$ cat config.mk
export PLATFORM = sky130hd
export DESIGN_NAME = lcd_command_decoder
export DESIGN_NICKNAME = d
export VERILOG_FILES = /design/src/hw/lcd_cmd_pkg.sv /design/src/hw/lcd_command_decoder.sv
export SDC_FILE = /design/constraint.sdc
export NUM_CORES = 1
export LEC_CHECK = 0
export BUFFER_PORTS_ARGS = -buffer_cell sky130_fd_sc_hd__buf_2
export CORE_MARGIN = 4
export CORE_UTILIZATION = 25
export DETAILED_ROUTE_END_ITERATION = 16
export GPL_ROUTABILITY_DRIVEN = 0
export PLACE_DENSITY = 0.46
export SLEW_MARGIN = 25
export SYNTH_ARGS = -nofsm -noshare
export SYNTH_HDL_FRONTEND = slang
export SYNTH_SLANG_ARGS = --single-unit
$ cat constraint.sdc
create_clock -name i_mclk -period 3.5 [get_ports i_mclk]
set_clock_uncertainty 0.1 [all_clocks]
set_input_delay 0.35 -clock i_mclk [delete_from_list [all_inputs] [get_ports i_mclk]]
set_output_delay 0.35 -clock i_mclk [all_outputs]
set_load 0.02 [all_outputs]
$ cat src/hw/lcd_cmd_pkg.sv
package lcd_cmd_pkg;
  // ****************************************
  // Register map
  // ****************************************
  localparam logic [11:0] OFF_HOST_CMD   = 12'h000;
  localparam logic [11:0] OFF_HOST_DATA  = 12'h004;
  localparam logic [11:0] OFF_POINTERS   = 12'h008;
  localparam logic [11:0] OFF_STEP_CTRL  = 12'h00C;
  localparam logic [11:0] OFF_WINDOW     = 12'h010;
  localparam logic [11:0] OFF_PANEL_CFG  = 12'h014;
  localparam logic [11:0] OFF_NVM        = 12'h018;
  localparam logic [11:0] OFF_LINE_RATE  = 12'h01C;
  // ****************************************
  // Command codes and masks
  // ****************************************
  localparam logic [7:0] CMD_BIAS_POT    = 8'h81;
  localparam logic [7:0] CMD_NVM_OPCTL   = 8'hB8;
  localparam logic [7:0] CMD_NVM_MASK    = 8'hB9;
  localparam logic [7:0] CMD_SYS_RESET   = 8'hE2;
  localparam logic [7:0] CMD_WIN_SC      = 8'hF4;
  localparam logic [7:0] CMD_WIN_SR      = 8'hF5;
  localparam logic [7:0] CMD_WIN_EC      = 8'hF6;
  localparam logic [7:0] CMD_WIN_ER      = 8'hF7;
  localparam logic [6:0] CMD_WIN_EN_HI   = 7'h7C;
  localparam logic [5:0] CMD_PUMP_HI     = 6'h0B;
  localparam logic [4:0] CMD_STEP_HI     = 5'h11;
  localparam logic [5:0] CMD_RATE_HI     = 6'h28;
  localparam logic [4:0] CMD_MAP_HI      = 5'h18;
  localparam logic [3:0] CMD_ROW_LO_HI   = 4'h6;
  localparam logic [3:0] CMD_ROW_HI_HI   = 4'h7;
  localparam logic [2:0] CMD_COL_HI      = 3'h0;
  localparam int         NVM_SEL_BIT     = 3;
  // ****************************************
  // Reset values and limits
  // ****************************************
  localparam logic [4:0] COL_MAX         = 5'h1F;
  localparam logic [6:0] ROW_MAX         = 7'h7F;
  localparam logic [1:0] RST_PUMP        = 2'h3;
  localparam logic [7:0] RST_BIAS_POT    = 8'h4E;
  localparam logic [7:0] BIAS_POT_MAX    = 8'hC1;
  localparam logic [2:0] RST_STEP        = 3'h1;
  localparam logic [7:0] RST_NVM_OPCTL   = 8'h10;
  localparam logic [1:0] RST_LINE_RATE   = 2'h0;
  localparam logic [2:0] RST_MAP         = 3'h0;
  // Line rate table, tens of lines per second
  localparam logic [15:0] RATE_NORMAL [4] = '{16'h058C, 16'h06C2, 16'h083E, 16'h0A0A};
  localparam logic [15:0] RATE_ONOFF  [4] = '{16'h023A, 16'h02BC, 16'h0352, 16'h0410};
  typedef enum logic [1:0] {
    ST_IDLE   = 2'b00,
    ST_ARG    = 2'b01
  } dec_state_t;
endpackage

$ cat src/hw/lcd_command_decoder.sv
`timescale 1ns/1ps
module lcd_command_decoder #(
  parameter int COL_W = 5,
  parameter int ROW_W = 7
) (
  input  wire logic        i_mclk,
  input  wire logic        i_resetn,
  input  wire logic        psel,
  input  wire logic        penable,
  input  wire logic        pwrite,
  input  wire logic [11:0] paddr,
  input  wire logic [31:0] pwdata,
  output logic      [31:0] prdata,
  output logic             pready,
  output logic             pslverr,
  input  wire logic        i_onoff_mode,
  input  wire logic [7:0]  i_mux_rate,
  output logic      [4:0]  o_ram_column,
  output logic      [6:0]  o_ram_row,
  output logic             o_com_mirror,
  output logic             o_icon_show,
  output logic      [1:0]  o_pump_control_field,
  output logic      [7:0]  o_bias_pot_value,
  output logic      [15:0] o_line_rate
);
  import lcd_cmd_pkg::*;

  // ****************************************
  // Bus decode
  // ****************************************
  logic       acc;
  logic       wr_cmd;
  logic       data_acc;
  logic [7:0] cb;
  assign acc      = psel & penable;
  assign pready   = 1'b1;
  assign cb       = pwdata[7:0];
  // Command register is select low, data register select high
  assign wr_cmd   = acc & pwrite & (paddr == OFF_HOST_CMD);
  assign data_acc = acc & (paddr == OFF_HOST_DATA);

  // ****************************************
  // Control state
  // ****************************************
  dec_state_t state_reg;
  logic [7:0] pend_reg;
  logic [4:0] column_pointer_reg;
  logic [6:0] row_pointer_reg;
  logic [1:0] pump_reg;
  logic [7:0] shared_pot_reg;
  logic [2:0] step_reg;
  logic       win_en_reg;
  logic [4:0] win_sc_reg;
  logic [4:0] win_ec_reg;
  logic [6:0] win_sr_reg;
  logic [6:0] win_er_reg;
  logic [7:0] nvm_op_reg;
  logic [7:0] nvm_aux_reg [4];
  logic [1:0] rate_reg;
  logic [2:0] map_reg;
  logic       nvm_sel;
  logic       soft_rst;
  assign nvm_sel  = nvm_op_reg[NVM_SEL_BIT];
  assign soft_rst = wr_cmd & (state_reg == ST_IDLE) & (cb == CMD_SYS_RESET);

  // Window bounds in force; off means full panel
  logic [4:0] lo_c;
  logic [4:0] hi_c;
  logic [6:0] lo_r;
  logic [6:0] hi_r;
  assign lo_c = win_en_reg ? win_sc_reg : 5'h00;
  assign hi_c = win_en_reg ? win_ec_reg : COL_MAX;
  assign lo_r = win_en_reg ? win_sr_reg : 7'h00;
  assign hi_r = win_en_reg ? win_er_reg : ROW_MAX;

  function automatic logic [6:0] row_step(input logic [6:0] r, input logic down,
                                          input logic [6:0] lo, input logic [6:0] hi);
    logic [6:0] n;
    n = r;
    if (down) begin
      n = (r == lo) ? hi : 7'(r - 7'h01);
    end else begin
      n = (r == hi) ? lo : 7'(r + 7'h01);
    end
    return n;
  endfunction

  // ****************************************
  // Command decoder
  // ****************************************
  always_ff @(posedge i_mclk or negedge i_resetn) begin
    if (!i_resetn) begin
      state_reg <= ST_IDLE;
      pend_reg  <= 8'h00;
    end else if (wr_cmd) begin
      if (state_reg == ST_ARG) begin
        state_reg <= ST_IDLE;
      end else if (cb == CMD_BIAS_POT || cb == CMD_NVM_OPCTL || cb == CMD_NVM_MASK ||
                   (cb >= CMD_WIN_SC && cb <= CMD_WIN_ER)) begin
        state_reg <= ST_ARG;
        pend_reg  <= cb;
      end
    end
  end

  always_ff @(posedge i_mclk or negedge i_resetn) begin
    if (!i_resetn) begin
      pump_reg   <= RST_PUMP;
      step_reg   <= RST_STEP;
      win_en_reg <= 1'b0;
      rate_reg   <= RST_LINE_RATE;
      map_reg    <= RST_MAP;
    end else if (soft_rst) begin
      pump_reg   <= RST_PUMP;
      step_reg   <= RST_STEP;
      win_en_reg <= 1'b0;
      rate_reg   <= RST_LINE_RATE;
      map_reg    <= RST_MAP;
    end else if (wr_cmd && state_reg == ST_IDLE) begin
      if (cb[7:2] == CMD_PUMP_HI) begin
        pump_reg <= cb[1:0];
      end
      if (cb[7:3] == CMD_STEP_HI) begin
        step_reg <= cb[2:0];
      end
      if (cb[7:1] == CMD_WIN_EN_HI) begin
        win_en_reg <= cb[0];
      end
      if (cb[7:2] == CMD_RATE_HI) begin
        rate_reg <= cb[1:0];
      end
      if (cb[7:3] == CMD_MAP_HI) begin
        map_reg <= cb[2:0];
      end
    end
  end

  // Two-byte argument handling
  always_ff @(posedge i_mclk or negedge i_resetn) begin
    if (!i_resetn) begin
      shared_pot_reg <= RST_BIAS_POT;
      nvm_op_reg     <= RST_NVM_OPCTL;
      win_sc_reg     <= 5'h00;
      win_sr_reg     <= 7'h00;
      win_ec_reg     <= COL_MAX;
      win_er_reg     <= ROW_MAX;
      for (int i = 0; i < 4; i++) begin
        nvm_aux_reg[i] <= 8'h00;
      end
    end else if (soft_rst) begin
      shared_pot_reg <= RST_BIAS_POT;
      nvm_op_reg     <= RST_NVM_OPCTL;
      win_sc_reg     <= 5'h00;
      win_sr_reg     <= 7'h00;
      win_ec_reg     <= COL_MAX;
      win_er_reg     <= ROW_MAX;
    end else if (wr_cmd && state_reg == ST_ARG) begin
      case (pend_reg)
        CMD_BIAS_POT: begin
          if (!nvm_sel) shared_pot_reg <= cb;
        end
        CMD_NVM_MASK: begin
          if (nvm_sel) shared_pot_reg <= cb;
        end
        CMD_NVM_OPCTL: nvm_op_reg <= cb;
        CMD_WIN_SC, CMD_WIN_SR, CMD_WIN_EC, CMD_WIN_ER: begin
          if (nvm_sel) begin
            nvm_aux_reg[pend_reg[1:0]] <= cb;
          end else if (pend_reg == CMD_WIN_SC) begin
            win_sc_reg <= cb[4:0];
          end else if (pend_reg == CMD_WIN_SR) begin
            win_sr_reg <= cb[6:0];
          end else if (pend_reg == CMD_WIN_EC) begin
            win_ec_reg <= cb[4:0];
          end else begin
            win_er_reg <= cb[6:0];
          end
        end
        default: ;
      endcase
    end
  end

  // ****************************************
  // Address pointers
  // ****************************************
  logic wrap;
  logic row_first;
  logic row_down;
  assign wrap      = step_reg[0];
  assign row_first = step_reg[1];
  assign row_down  = step_reg[2];

  always_ff @(posedge i_mclk or negedge i_resetn) begin
    if (!i_resetn) begin
      column_pointer_reg <= 5'h00;
      row_pointer_reg    <= 7'h00;
    end else if (soft_rst) begin
      column_pointer_reg <= 5'h00;
      row_pointer_reg    <= 7'h00;
    end else if (wr_cmd && state_reg == ST_IDLE) begin
      if (cb[7:5] == CMD_COL_HI) begin
        column_pointer_reg <= cb[4:0];
      end
      if (cb[7:4] == CMD_ROW_LO_HI) begin
        row_pointer_reg[3:0] <= cb[3:0];
      end
      if (cb[7:4] == CMD_ROW_HI_HI) begin
        row_pointer_reg[6:4] <= cb[2:0];
      end
    end else if (data_acc) begin
      if (!row_first) begin
        if (column_pointer_reg != hi_c) begin
          column_pointer_reg <= 5'(column_pointer_reg + 5'h01);
        end else if (wrap) begin
          column_pointer_reg <= lo_c;
          row_pointer_reg    <= row_step(row_pointer_reg, row_down, lo_r, hi_r);
        end
      end else begin
        if (row_pointer_reg != (row_down ? lo_r : hi_r)) begin
          row_pointer_reg <= row_step(row_pointer_reg, row_down, lo_r, hi_r);
        end else if (wrap) begin
          row_pointer_reg    <= row_down ? hi_r : lo_r;
          column_pointer_reg <= (column_pointer_reg == hi_c) ? lo_c :
                                5'(column_pointer_reg + 5'h01);
        end
      end
    end
  end

  // ****************************************
  // Outputs
  // ****************************************
  logic [15:0] base_rate;
  logic [15:0] scaled_rate;
  always_comb begin
    base_rate = i_onoff_mode ? RATE_ONOFF[rate_reg] : RATE_NORMAL[rate_reg];
    // Scaling done here avoids a divider in the timing generator
    if (i_onoff_mode || i_mux_rate > 8'h55) begin
      scaled_rate = base_rate;
    end else if (i_mux_rate > 8'h40) begin
      scaled_rate = 16'((32'(base_rate) * 2) / 3);
    end else if (i_mux_rate > 8'h2B) begin
      scaled_rate = 16'(base_rate >> 1);
    end else if (i_mux_rate > 8'h20) begin
      scaled_rate = 16'(32'(base_rate) / 3);
    end else begin
      scaled_rate = 16'(base_rate >> 2);
    end
  end

  always_ff @(posedge i_mclk or negedge i_resetn) begin
    if (!i_resetn) begin
      o_line_rate <= 16'h0000;
    end else begin
      o_line_rate <= scaled_rate;
    end
  end

  // Segment mirror only changes host addressing, not the image
  assign o_ram_column = map_reg[1] ? 5'(COL_MAX - column_pointer_reg) : column_pointer_reg;
  assign o_ram_row            = row_pointer_reg;
  assign o_com_mirror         = map_reg[2];
  assign o_icon_show          = map_reg[0];
  assign o_pump_control_field = pump_reg;
  assign o_bias_pot_value     = shared_pot_reg;
  assign pslverr              = 1'b0;

  always_comb begin
    prdata = 32'h0000_0000;
    case (paddr)
      OFF_POINTERS:  prdata = {17'h0_0000, row_pointer_reg, 3'h0, column_pointer_reg};
      OFF_STEP_CTRL: prdata = {27'h000_0000, win_en_reg, 1'b0, step_reg};
      OFF_WINDOW:    prdata = {1'b0, win_er_reg, 3'h0, win_ec_reg, 1'b0, win_sr_reg,
                               3'h0, win_sc_reg};
      OFF_PANEL_CFG: prdata = {17'h0_0000, map_reg, rate_reg, pump_reg, shared_pot_reg};
      OFF_NVM:       prdata = {24'h00_0000, nvm_op_reg};
      OFF_LINE_RATE: prdata = {16'h0000, o_line_rate};
      default:       prdata = 32'h0000_0000;
    endcase
  end

  // ****************************************
  // Checks
  // ****************************************
  AST_COL_LOAD: assert property (@(posedge i_mclk) disable iff (!i_resetn)
    wr_cmd && state_reg == ST_IDLE && cb[7:5] == 3'h0 |=> column_pointer_reg == $past(cb[4:0]))
    else $error("column load failed");
  AST_PUMP: assert property (@(posedge i_mclk) disable iff (!i_resetn)
    wr_cmd && state_reg == ST_IDLE && cb[7:2] == 6'h0B |=> pump_reg == $past(cb[1:0]))
    else $error("pump load failed");
  AST_ROW_HI: assert property (@(posedge i_mclk) disable iff (!i_resetn)
    wr_cmd && state_reg == ST_IDLE && cb[7:4] == 4'h7 |=> row_pointer_reg[6:4] == $past(cb[2:0]))
    else $error("row high load failed");
  AST_BIAS: assert property (@(posedge i_mclk) disable iff (!i_resetn)
    wr_cmd && state_reg == ST_ARG && pend_reg == CMD_BIAS_POT && !nvm_sel
    |=> shared_pot_reg == $past(cb))
    else $error("bias pot load failed");
  AST_NO_WRAP: assert property (@(posedge i_mclk) disable iff (!i_resetn)
    data_acc && !wr_cmd && !wrap && !row_first && column_pointer_reg == hi_c
    |=> $stable(column_pointer_reg))
    else $error("column moved without wrap");
  AST_COL_STEP: assert property (@(posedge i_mclk) disable iff (!i_resetn)
    data_acc && !wr_cmd && !row_first && column_pointer_reg != hi_c
    |=> column_pointer_reg == 5'($past(column_pointer_reg) + 5'h01) && $stable(row_pointer_reg))
    else $error("column step failed");
  AST_RESET: assert property (@(posedge i_mclk) disable iff (!i_resetn)
    soft_rst |=> nvm_op_reg == 8'h10 && step_reg == 3'h1 && win_er_reg == 7'h7F)
    else $error("soft reset failed");
  AST_MIRROR: assert property (@(posedge i_mclk) disable iff (!i_resetn)
    map_reg[1] |-> o_ram_column + column_pointer_reg == 5'h1F)
    else $error("segment mirror wrong");
  AST_ROW_LO: assert property (@(posedge i_mclk) disable iff (!i_resetn)
    wr_cmd && state_reg == ST_IDLE && cb[7:4] == CMD_ROW_LO_HI
    |=> row_pointer_reg[3:0] == $past(cb[3:0]))
    else $error("row low load failed");
  AST_STEP_LOAD: assert property (@(posedge i_mclk) disable iff (!i_resetn)
    wr_cmd && state_reg == ST_IDLE && cb[7:3] == CMD_STEP_HI
    |=> step_reg == $past(cb[2:0]))
    else $error("step control load failed");
  AST_ROW_DOWN: assert property (@(posedge i_mclk) disable iff (!i_resetn)
    data_acc && row_first && row_down && row_pointer_reg != lo_r
    |=> row_pointer_reg == 7'($past(row_pointer_reg) - 7'h01))
    else $error("row down step failed");
  AST_WIN_EN: assert property (@(posedge i_mclk) disable iff (!i_resetn)
    wr_cmd && state_reg == ST_IDLE && cb[7:1] == CMD_WIN_EN_HI
    |=> win_en_reg == $past(cb[0]))
    else $error("window enable load failed");
  AST_NVM_ROUTE: assert property (@(posedge i_mclk) disable iff (!i_resetn)
    wr_cmd && state_reg == ST_ARG && pend_reg == CMD_WIN_SC && nvm_sel
    |=> $stable(win_sc_reg))
    else $error("window bound changed in nvm mode");
  AST_MASK: assert property (@(posedge i_mclk) disable iff (!i_resetn)
    wr_cmd && state_reg == ST_ARG && pend_reg == CMD_NVM_MASK && nvm_sel
    |=> shared_pot_reg == $past(cb))
    else $error("write mask load failed");
  AST_NVM_OP: assert property (@(posedge i_mclk) disable iff (!i_resetn)
    wr_cmd && state_reg == ST_ARG && pend_reg == CMD_NVM_OPCTL
    |=> nvm_op_reg == $past(cb))
    else $error("nvm op control load failed");
  AST_RATE_FULL: assert property (@(posedge i_mclk) disable iff (!i_resetn)
    !i_onoff_mode && i_mux_rate > 8'h55
    |=> o_line_rate == $past(RATE_NORMAL[rate_reg]))
    else $error("full line rate wrong");
  AST_ONOFF: assert property (@(posedge i_mclk) disable iff (!i_resetn)
    i_onoff_mode
    |=> o_line_rate == $past(RATE_ONOFF[rate_reg]))
    else $error("on off line rate wrong");
  AST_WRAP_STEP: assert property (@(posedge i_mclk) disable iff (!i_resetn)
    data_acc && !row_first && wrap && column_pointer_reg == hi_c
    |=> column_pointer_reg == $past(lo_c))
    else $error("column wrap failed");
  AST_MAP: assert property (@(posedge i_mclk) disable iff (!i_resetn)
    wr_cmd && state_reg == ST_IDLE && cb[7:3] == CMD_MAP_HI
    |=> o_com_mirror == $past(cb[2]) && o_icon_show == $past(cb[0]))
    else $error("mapping load failed");
  COV_DATA: cover property (@(posedge i_mclk) data_acc);
  COV_WRAP: cover property (@(posedge i_mclk) data_acc && wrap && column_pointer_reg == hi_c);
  COV_NVM: cover property (@(posedge i_mclk) wr_cmd && nvm_sel && state_reg == ST_ARG);
  COV_ROW_FIRST: cover property (@(posedge i_mclk) data_acc && row_first);
  COV_WINDOW: cover property (@(posedge i_mclk) data_acc && win_en_reg);
endmodule // lcd_command_decoder

==> key figures, run 1 <==
STA
  – Setup violators final: 0
  – Setup_tns: 0 ns
  – Slew Limit Headroom: 46.4%
  – Worst hold slack: -0.0769 ns
  – Max Slew Vio Count: 0
  – Slew @ Worst Pin: 0.798 ns
  – Period utilization: 86.1%
  – Final worst-path setup slack: 0.485 ns
  – Final hold vios: 64
  – RSZ-0062 raised after global routing: no
  – Fmax: 332 MHz
  – Min Tclk post-route: 3.01 ns

Yosys
  – Largest cells by area after synthesis: dfrtp_1 (25%), dfstp_2 (8.3%), nand2_1 (6.1%)
  – Synth async-reset ratio: 100%
  – Synth warn: 0
  – Synthesized netlist cell count: 775
  – Area leader, netlist: dfrtp_1
  – Post-synth top flop: dfrtp_1
  – Synth Area per Inst: 8.15 µm²
  – Synth Register Bits: 84
  – Seq/Total Area, Yosys: 33.7%
  – Cell Area, Synth: 6320 µm²
  – EDFF count, synth: 0
  – Yosys cell types: 73
  – Yosys top cell area share: 25.4%

Floorplanning
  – Core area: 24600 µm²
  – Die W: 167 µm
  – IO Pins: 132
  – Die ar.: 27900 µm²
  – Die Y: 167 µm
  – Rows: 57
  – Initial Utilization: 25.7%

Outcome
  – Status: finished, violations left
  – Failing checks: negative hold slack

CTS
  – Hold-fix buffers, CTS: 0
  – Reg clk slew, reported paths: 0.06 ns
  – H-tree levels: 3
  – Longest Clk Path Bufs: 2
  – CTS tree: yes
  – Post CTS Setup Buffer Count: 0
  – Clk Latency, worst-skew pair: 0.35 ns
  – CTS Buf Count: 9
  – Root buffer cell: clkbuf_16
  – Post_cts resized: 0
  – Sink Count: 84

Layout
  – Most common cell after layout, fill and taps aside: nand2_1
  – Register area: 2130 µm²
  – Nets: 918
  – Area growth from synthesis to layout: 18.2%
  – Diode count: 0
  – Util after Layout: 30.4%
  – Max FFs per register: 12
  – Multi-input gate area: 3820 µm²
  – Most flop-heavy register: o_line_rate
  – Share of cells above drive strength 1: 24.0%
  – # fillers: 2719
  – Most frequent cells in the layout: nand2_1 (103), buf_2 (95), o21ai_0 (68)

Pwr
  – Max VDD drop: 0.219 mV
  – Internal power: 1.63 mW
  – Leak Pwr: 3.37 nW
  – Net Sw Frac: 27.1%
  – Logic pwr share: 10.0%
  – Pwr/cell area: 300 nW/µm²
  – Total Power: 2.24 mW
  – Sequential Power Share: 44.0%
  – Clock share of power: 46.0%
  – P_sw: 0.608 mW

Detailed routing
  – Total iterations of the first detailed-routing run: 5
  – DRC: 0
  – Via-to-Cell Ratio: 5.14
  – Post-route ant nets: 0
  – Routed length per instance: 18.7 µm
  – DRT iter0 DRCs: 493
  – DR vias: 6081
  – DRT Wirelength: 22100 µm

Setup path
  – Critical path's most frequent cell: a32oi_1
  – Crit path DAT: 3.14 ns
  – CP max-delay cell: dfrtp_1
  – CP max FO: 16
  – WP data required: 3.62 ns
  – Kind of critical path: flip-flop to flip-flop
  – CP endpoint kind: flip-flop
  – Critical path's largest stage delay: 0.68 ns
  – Crit-path cells: buf_4, inv_2, a32oi_1, a32oi_1, mux2i_1, a211oi_1, o21ai_1, a21boi_2, mux2_1
  – Startpoint types: flip-flop

Global route
  – Vias in the first global route: 5791
  – Largest net degree at the start of global routing: 77
  – Antenna violations before repair: 1
  – Total track usage: 15.4%
  – Overflow after GRT: 0
  – Global-route wire length before repair: 34100 µm

Flow run
  – Max_cap viols: 0

Placement
  – IO Port Bufs: 96
  – Place WS: 0.535 ns
  – DP HPWL: 16500 µm

Worst hold path
  – Hold Crit Class: primary input to asynchronous set/reset pin
critical path, delay by kind of cell, from the launching register on:
family | cells | cell delay, ns
AO/OA/AOI/OAI | 5 | 0.97
flip-flops | 1 | 0.68
multiplexers | 2 | 0.68
buffers and inverters | 2 | 0.45
final timing paths:
path	from	endpoint	slack (ns)	cells after the start
max	win_en_reg	column_pointer_reg[1]	0.49	9
min	i_resetn	column_pointer_reg[1]	-0.08	1
min in group i_mclk	pwdata[1]	map_reg[1]	0.21	3
max reg2reg	win_en_reg	column_pointer_reg[1]	0.49	9
min reg2reg	nvm_op_reg[4]	nvm_op_reg[4]	0.37	2
max in group asynchronous	i_resetn	win_ec_reg[4]	2.74	2
per-stage QoR:
step / instances / cell area, µm²
detailed placement: 1167 / 7150
global route: 1183 / 7470
global placement: 1167 / 7150
CTS: 1183 / 7460
finish: 1183 / 7470
floorplan: 784 / 6350
layer usage:
layer	global-route usage, %	up-vias	routed length, µm
li1	-	2955	-
met1	21.8	2944	10600
met2	24.7	162	10200
met3	2.25	18	946
met4	3.98	2	297
met5	0	-	12
synth_stat cells, types with 4 or more instances:
library cell  number
xnor2_1           17
a211oi_1           9
mux2i_1           22
nor2_1            65
o21ai_0           68
nor3_1            21
nor2b_1            5
xor2_1            12
nand2_1          103
mux2_1             4
mux2_2            29
a22o_1             5
nand2b_1           6
nand4_1            5
and3_1            23
nor3b_1           12
dfstp_2           20
o31ai_1            5
mux4_2             5
o21ai_1           15
inv_1             15
clkbuf_1          41
a21oi_1           44
a31oi_1            9
ha_1               6
a32oi_1            8
nand3_1           23
and2_1             4
buf_4             13
o22ai_1           11
dfrtp_1           64
a22oi_1            9
nor4_1             4
buf_1              4
buf_2              8
power by group through the flow:
stage,Clock [mW],Combinational [mW],Sequential [mW]
CTS,1.06,0.224,0.988
global placement,0,0.224,1.01
detailed placement,0,0.224,1.01
finish,1.03,0.223,0.988
global route,1.09,0.245,0.989
floorplan,0,0.121,1.01
logic make-up (layout without fill, tap and decap cells):
logic type | Yosys count | count (layout) | share of synthesized area [%]
and+or+nand+nor | 292 | 292 | 22.4
AOI/OAI and AO/OA | 215 | 215 | 21.1
buffers and inverters | 87 | 162 | 6.30
DFF | 84 | 84 | 33.7
muxes | 60 | 60 | 11.2
xor gates and xnor gates | 29 | 29 | 4.02
adders and majority gates | 6 | 6 | 1.19
other | 2 | 11 | 0.119
cell type report:
class	count	share of cell area [%]
inverters	18	0.905
clock inverters	6	1.04
flip-flops and latches	84	28.5
well taps	324	5.43
clock buffers	10	3.20
repair buffers	128	9.73
multi-input cells	613	51.2
No activity file was read; power rests on OpenSTA's default activity.
==> run 2, diff against run 1 <==
CTS_BUF_LIST = sky130_fd_sc_hd__clkbuf_4 sky130_fd_sc_hd__clkbuf_8   (was unset)
GPL_TIMING_DRIVEN = 0   (was unset)
==> run 2 against run 1 <==
  * First-iteration DRC count fell by 8.7%
  * Global-route usage up 1.5 points
  * Worst setup slack got worse by 0.15 ns
  * The flow now finishes without violations
  * Flip-flop and latch count stayed put
  * Critical path depth up 5
  * Register-to-register slack worse by 0.15 ns
  * Largest power group is now sequential cells
  * Total power shrank 11%
  * Die area is the same
  * Sequential power about the same
  * Final cell count increased by 2.8%
  * Fmax down 4.9%
  * Wire length is 8.8% higher
==> key figures, run 2 (synthesis gave the netlist of run 1 again) <==
Pwr
  – Logic pwr share: 12.0% (+2.0 points)
  – P_sw: 0.591 mW (-2.8%)
  – Max VDD drop: 0.132 mV (-40%)
  – Pwr/cell area: 268 nW/µm² (-11%)
  – Sequential Power Share: 49.3% (+5.3 points)
  – Internal power: 1.41 mW (-14%)
  – Net Sw Frac: 29.5% (+2.4 points)
  – Leak Pwr: 3.34 nW (-0.78%)
  – Clock share of power: 38.8% (-7.2 points)

Global route
  – Overflow after GRT: 0 (unchanged)
  – Vias in the first global route: 5896 (+1.8%)
  – Global-route wire length before repair: 37100 µm (+8.7%)
  – Antenna violations before repair: 1 (unchanged)
  – Total track usage: 16.9% (+1.5 points)
  – Largest net degree at the start of global routing: 48 (-38%)

STA
  – Final hold vios: 0 (-100%)
  – Setup violators final: 0 (unchanged)
  – Fmax: 316 MHz (-4.9%)
  – Min Tclk post-route: 3.17 ns (+0.154 ns)
  – Max Slew Vio Count: 0 (unchanged)
  – Period utilization: 90.5% (+4.4 points)
  – RSZ-0062 raised after global routing: no
  – Slew Limit Headroom: 48.5% (+2.1 points)
  – Slew @ Worst Pin: 0.769 ns (-0.0296 ns)
  – Worst hold slack: 0.178 ns (+0.255 ns)

Detailed routing
  – Routed length per instance: 19.7 µm (+5.8%)
  – DRT iter0 DRCs: 450 (-8.7%)
  – DRC: 0 (unchanged)
  – DR vias: 6279 (+3.3%)
  – Total iterations of the first detailed-routing run: 5 (unchanged)
  – DRT Wirelength: 24000 µm (+8.8%)
  – Post-route ant nets: 0 (unchanged)
  – Via-to-Cell Ratio: 5.16 (+0.45%)

Placement
  – Post-DP Area: 7250 µm² (+1.4%)
  – DP HPWL: 18300 µm (+11%)
  – IO Port Bufs: 92 (-4.2%)

Layout
  – Max FFs per register: 12 (unchanged)
  – Most flop-heavy register: o_line_rate
  – Fin area: 7480 µm² (+0.17%)
  – Most frequent cells in the layout: nand2_1 (103), buf_2 (100), o21ai_0 (68)
  – Nets: 951 (+3.6%)
  – Diode count: 0 (unchanged)
  – Share of cells above drive strength 1: 22.5% (-1.4 points)
  – Most common cell after layout, fill and taps aside: nand2_1
  – Area growth from synthesis to layout: 18.4%
  – # fillers: 2670 (-1.8%)

Floorplanning
  – Die W: 167 µm (unchanged)
  – Die Y: 167 µm (unchanged)
  – Initial Utilization: 25.7% (unchanged)
  – Core area: 24600 µm² (unchanged)
  – Rows: 57 (unchanged)
  – IO Pins: 132 (unchanged)
  – Die ar.: 27900 µm² (unchanged)

CTS
  – H-tree levels: 3 (unchanged)
  – CTS Buf Count: 9 (unchanged)
  – Longest Clk Path Bufs: 2 (unchanged)
  – Clk Latency, worst-skew pair: 0.38 ns (+0.03 ns)
  – Reg clk slew, reported paths: 0.10 ns (+0.04 ns)
  – CTS tree: yes
  – Sink Count: 84 (unchanged)
  – Root buffer cell: clkbuf_8

Setup path
  – R2R setup slack: 0.33 ns (-0.15 ns)
  – WP data required: 3.70 ns (+0.08 ns)
  – Startpoint types: flip-flop
  – CP endpoint kind: flip-flop
  – Kind of critical path: flip-flop to flip-flop
  – CP max FO: 10 (-6)
  – Crit path DAT: 3.37 ns (+0.23 ns)

Outcome
  – Status: completed

Flow run
  – Max_cap viols: 0 (unchanged)

Worst hold path
  – Hold Crit Class: primary input to flip-flop
==> run 2: cell count changes in the layout (fill, tap and decap cells not counted), sizes merged <==
cell         before  now
clkinv            2    3
dlygate4sd3       0    1
clkbuf           10   52
inv              20   17
clkinvlp          1    3
buf             128  118
==> run 2: power by group through the flow <==
stage / clock network (mW) / registers (mW) / logic (mW)
after floorplan: 0 / 1.01 / 0.121
after global placement: 0 / 1.01 / 0.233
after detailed placement: 0 / 1.01 / 0.237
after CTS: 0.798 / 0.987 / 0.239
after global routing: 0.851 / 0.988 / 0.263
final: 0.777 / 0.987 / 0.240
==> run 2: worst max-delay path: stages (launching register included) <==
cell and delay [ns]:
dfrtp_1 0.38, clkbuf_1 0.21, clkbuf_2 0.26, clkbuf_2 0.23, a21oi_1 0.38, ha_4 0.26
nor2_1 0.05, o22ai_1 0.14, ha_1 0.26, nor3_1 0.08, a32oi_1 0.16, nor2_1 0.06
a211oi_1 0.24, o41ai_1 0.10, a31oi_1 0.18
==> run 2: stage by stage <==
| stage | util (%) | instances | setup TNS, ns | setup slack (ns) | total power [mW] |
|---|---|---|---|---|---|
| 3_3_place_gp | 29.3 | 1200 | -0.406 | -0.406 | 1.24 |
| 5_1_grt | 30.4 | 1216 | 0 | 0.0145 | 2.10 |
| 3_5_place_dp | 29.5 | 1201 | -0.390 | -0.390 | 1.24 |
| 2_1_floorplan | - | 784 | 0 | 0.433 | 1.13 |
| 6_report | 30.4 | 1216 | 0 | 0.331 | 2.00 |
| 4_1_cts | 30.4 | 1217 | 0 | 0.00340 | 2.02 |
==> run 2: layout make-up <==
type	instances	area, µm²	share of cell area, %
multi-input cells	613	3840	51.3
flip-flops and latches	84	2130	28.4
repair buffers	94	504	6.74
well taps	324	405	5.42
plain buffers	67	328	4.38
clock buffers	10	138	1.84
clock inverters	6	72.6	0.970
inverters	18	67.6	0.903
==> run 2: worst paths after layout <==
path	cells after the start	to	startpoint
max	14	o_line_rate[0]	rate_reg[0]
min	3	map_reg[1]	pwdata[1]
max reg2reg	14	o_line_rate[0]	rate_reg[0]
min reg2reg	2	nvm_op_reg[4]	nvm_op_reg[4]
max in group asynchronous	3	o_pump_control_field[0]	i_resetn
min in group asynchronous	2	column_pointer_reg[4]	i_resetn
==> run 2: what timing repair did <==
item | CTS | global route
gates resized for setup | 3 | 4
setup buffers | 0 | 0
pin swaps | 0 | 1
hold buffers | 1 | 0
hold endpoints to repair | 30 | 0
endpoints found under the setup margin | 1 | 1
==> run 2: routing by layer <==
| metal | GRT usage, % | part of all wire [%] |
|---|---|---|
| met4 | 4.30 | 1.4 |
| met1 | 24.2 | 47 |
| met5 | 0 | 0.054 |
| met2 | 26.9 | 47 |
| met3 | 2.58 | 5.1 |
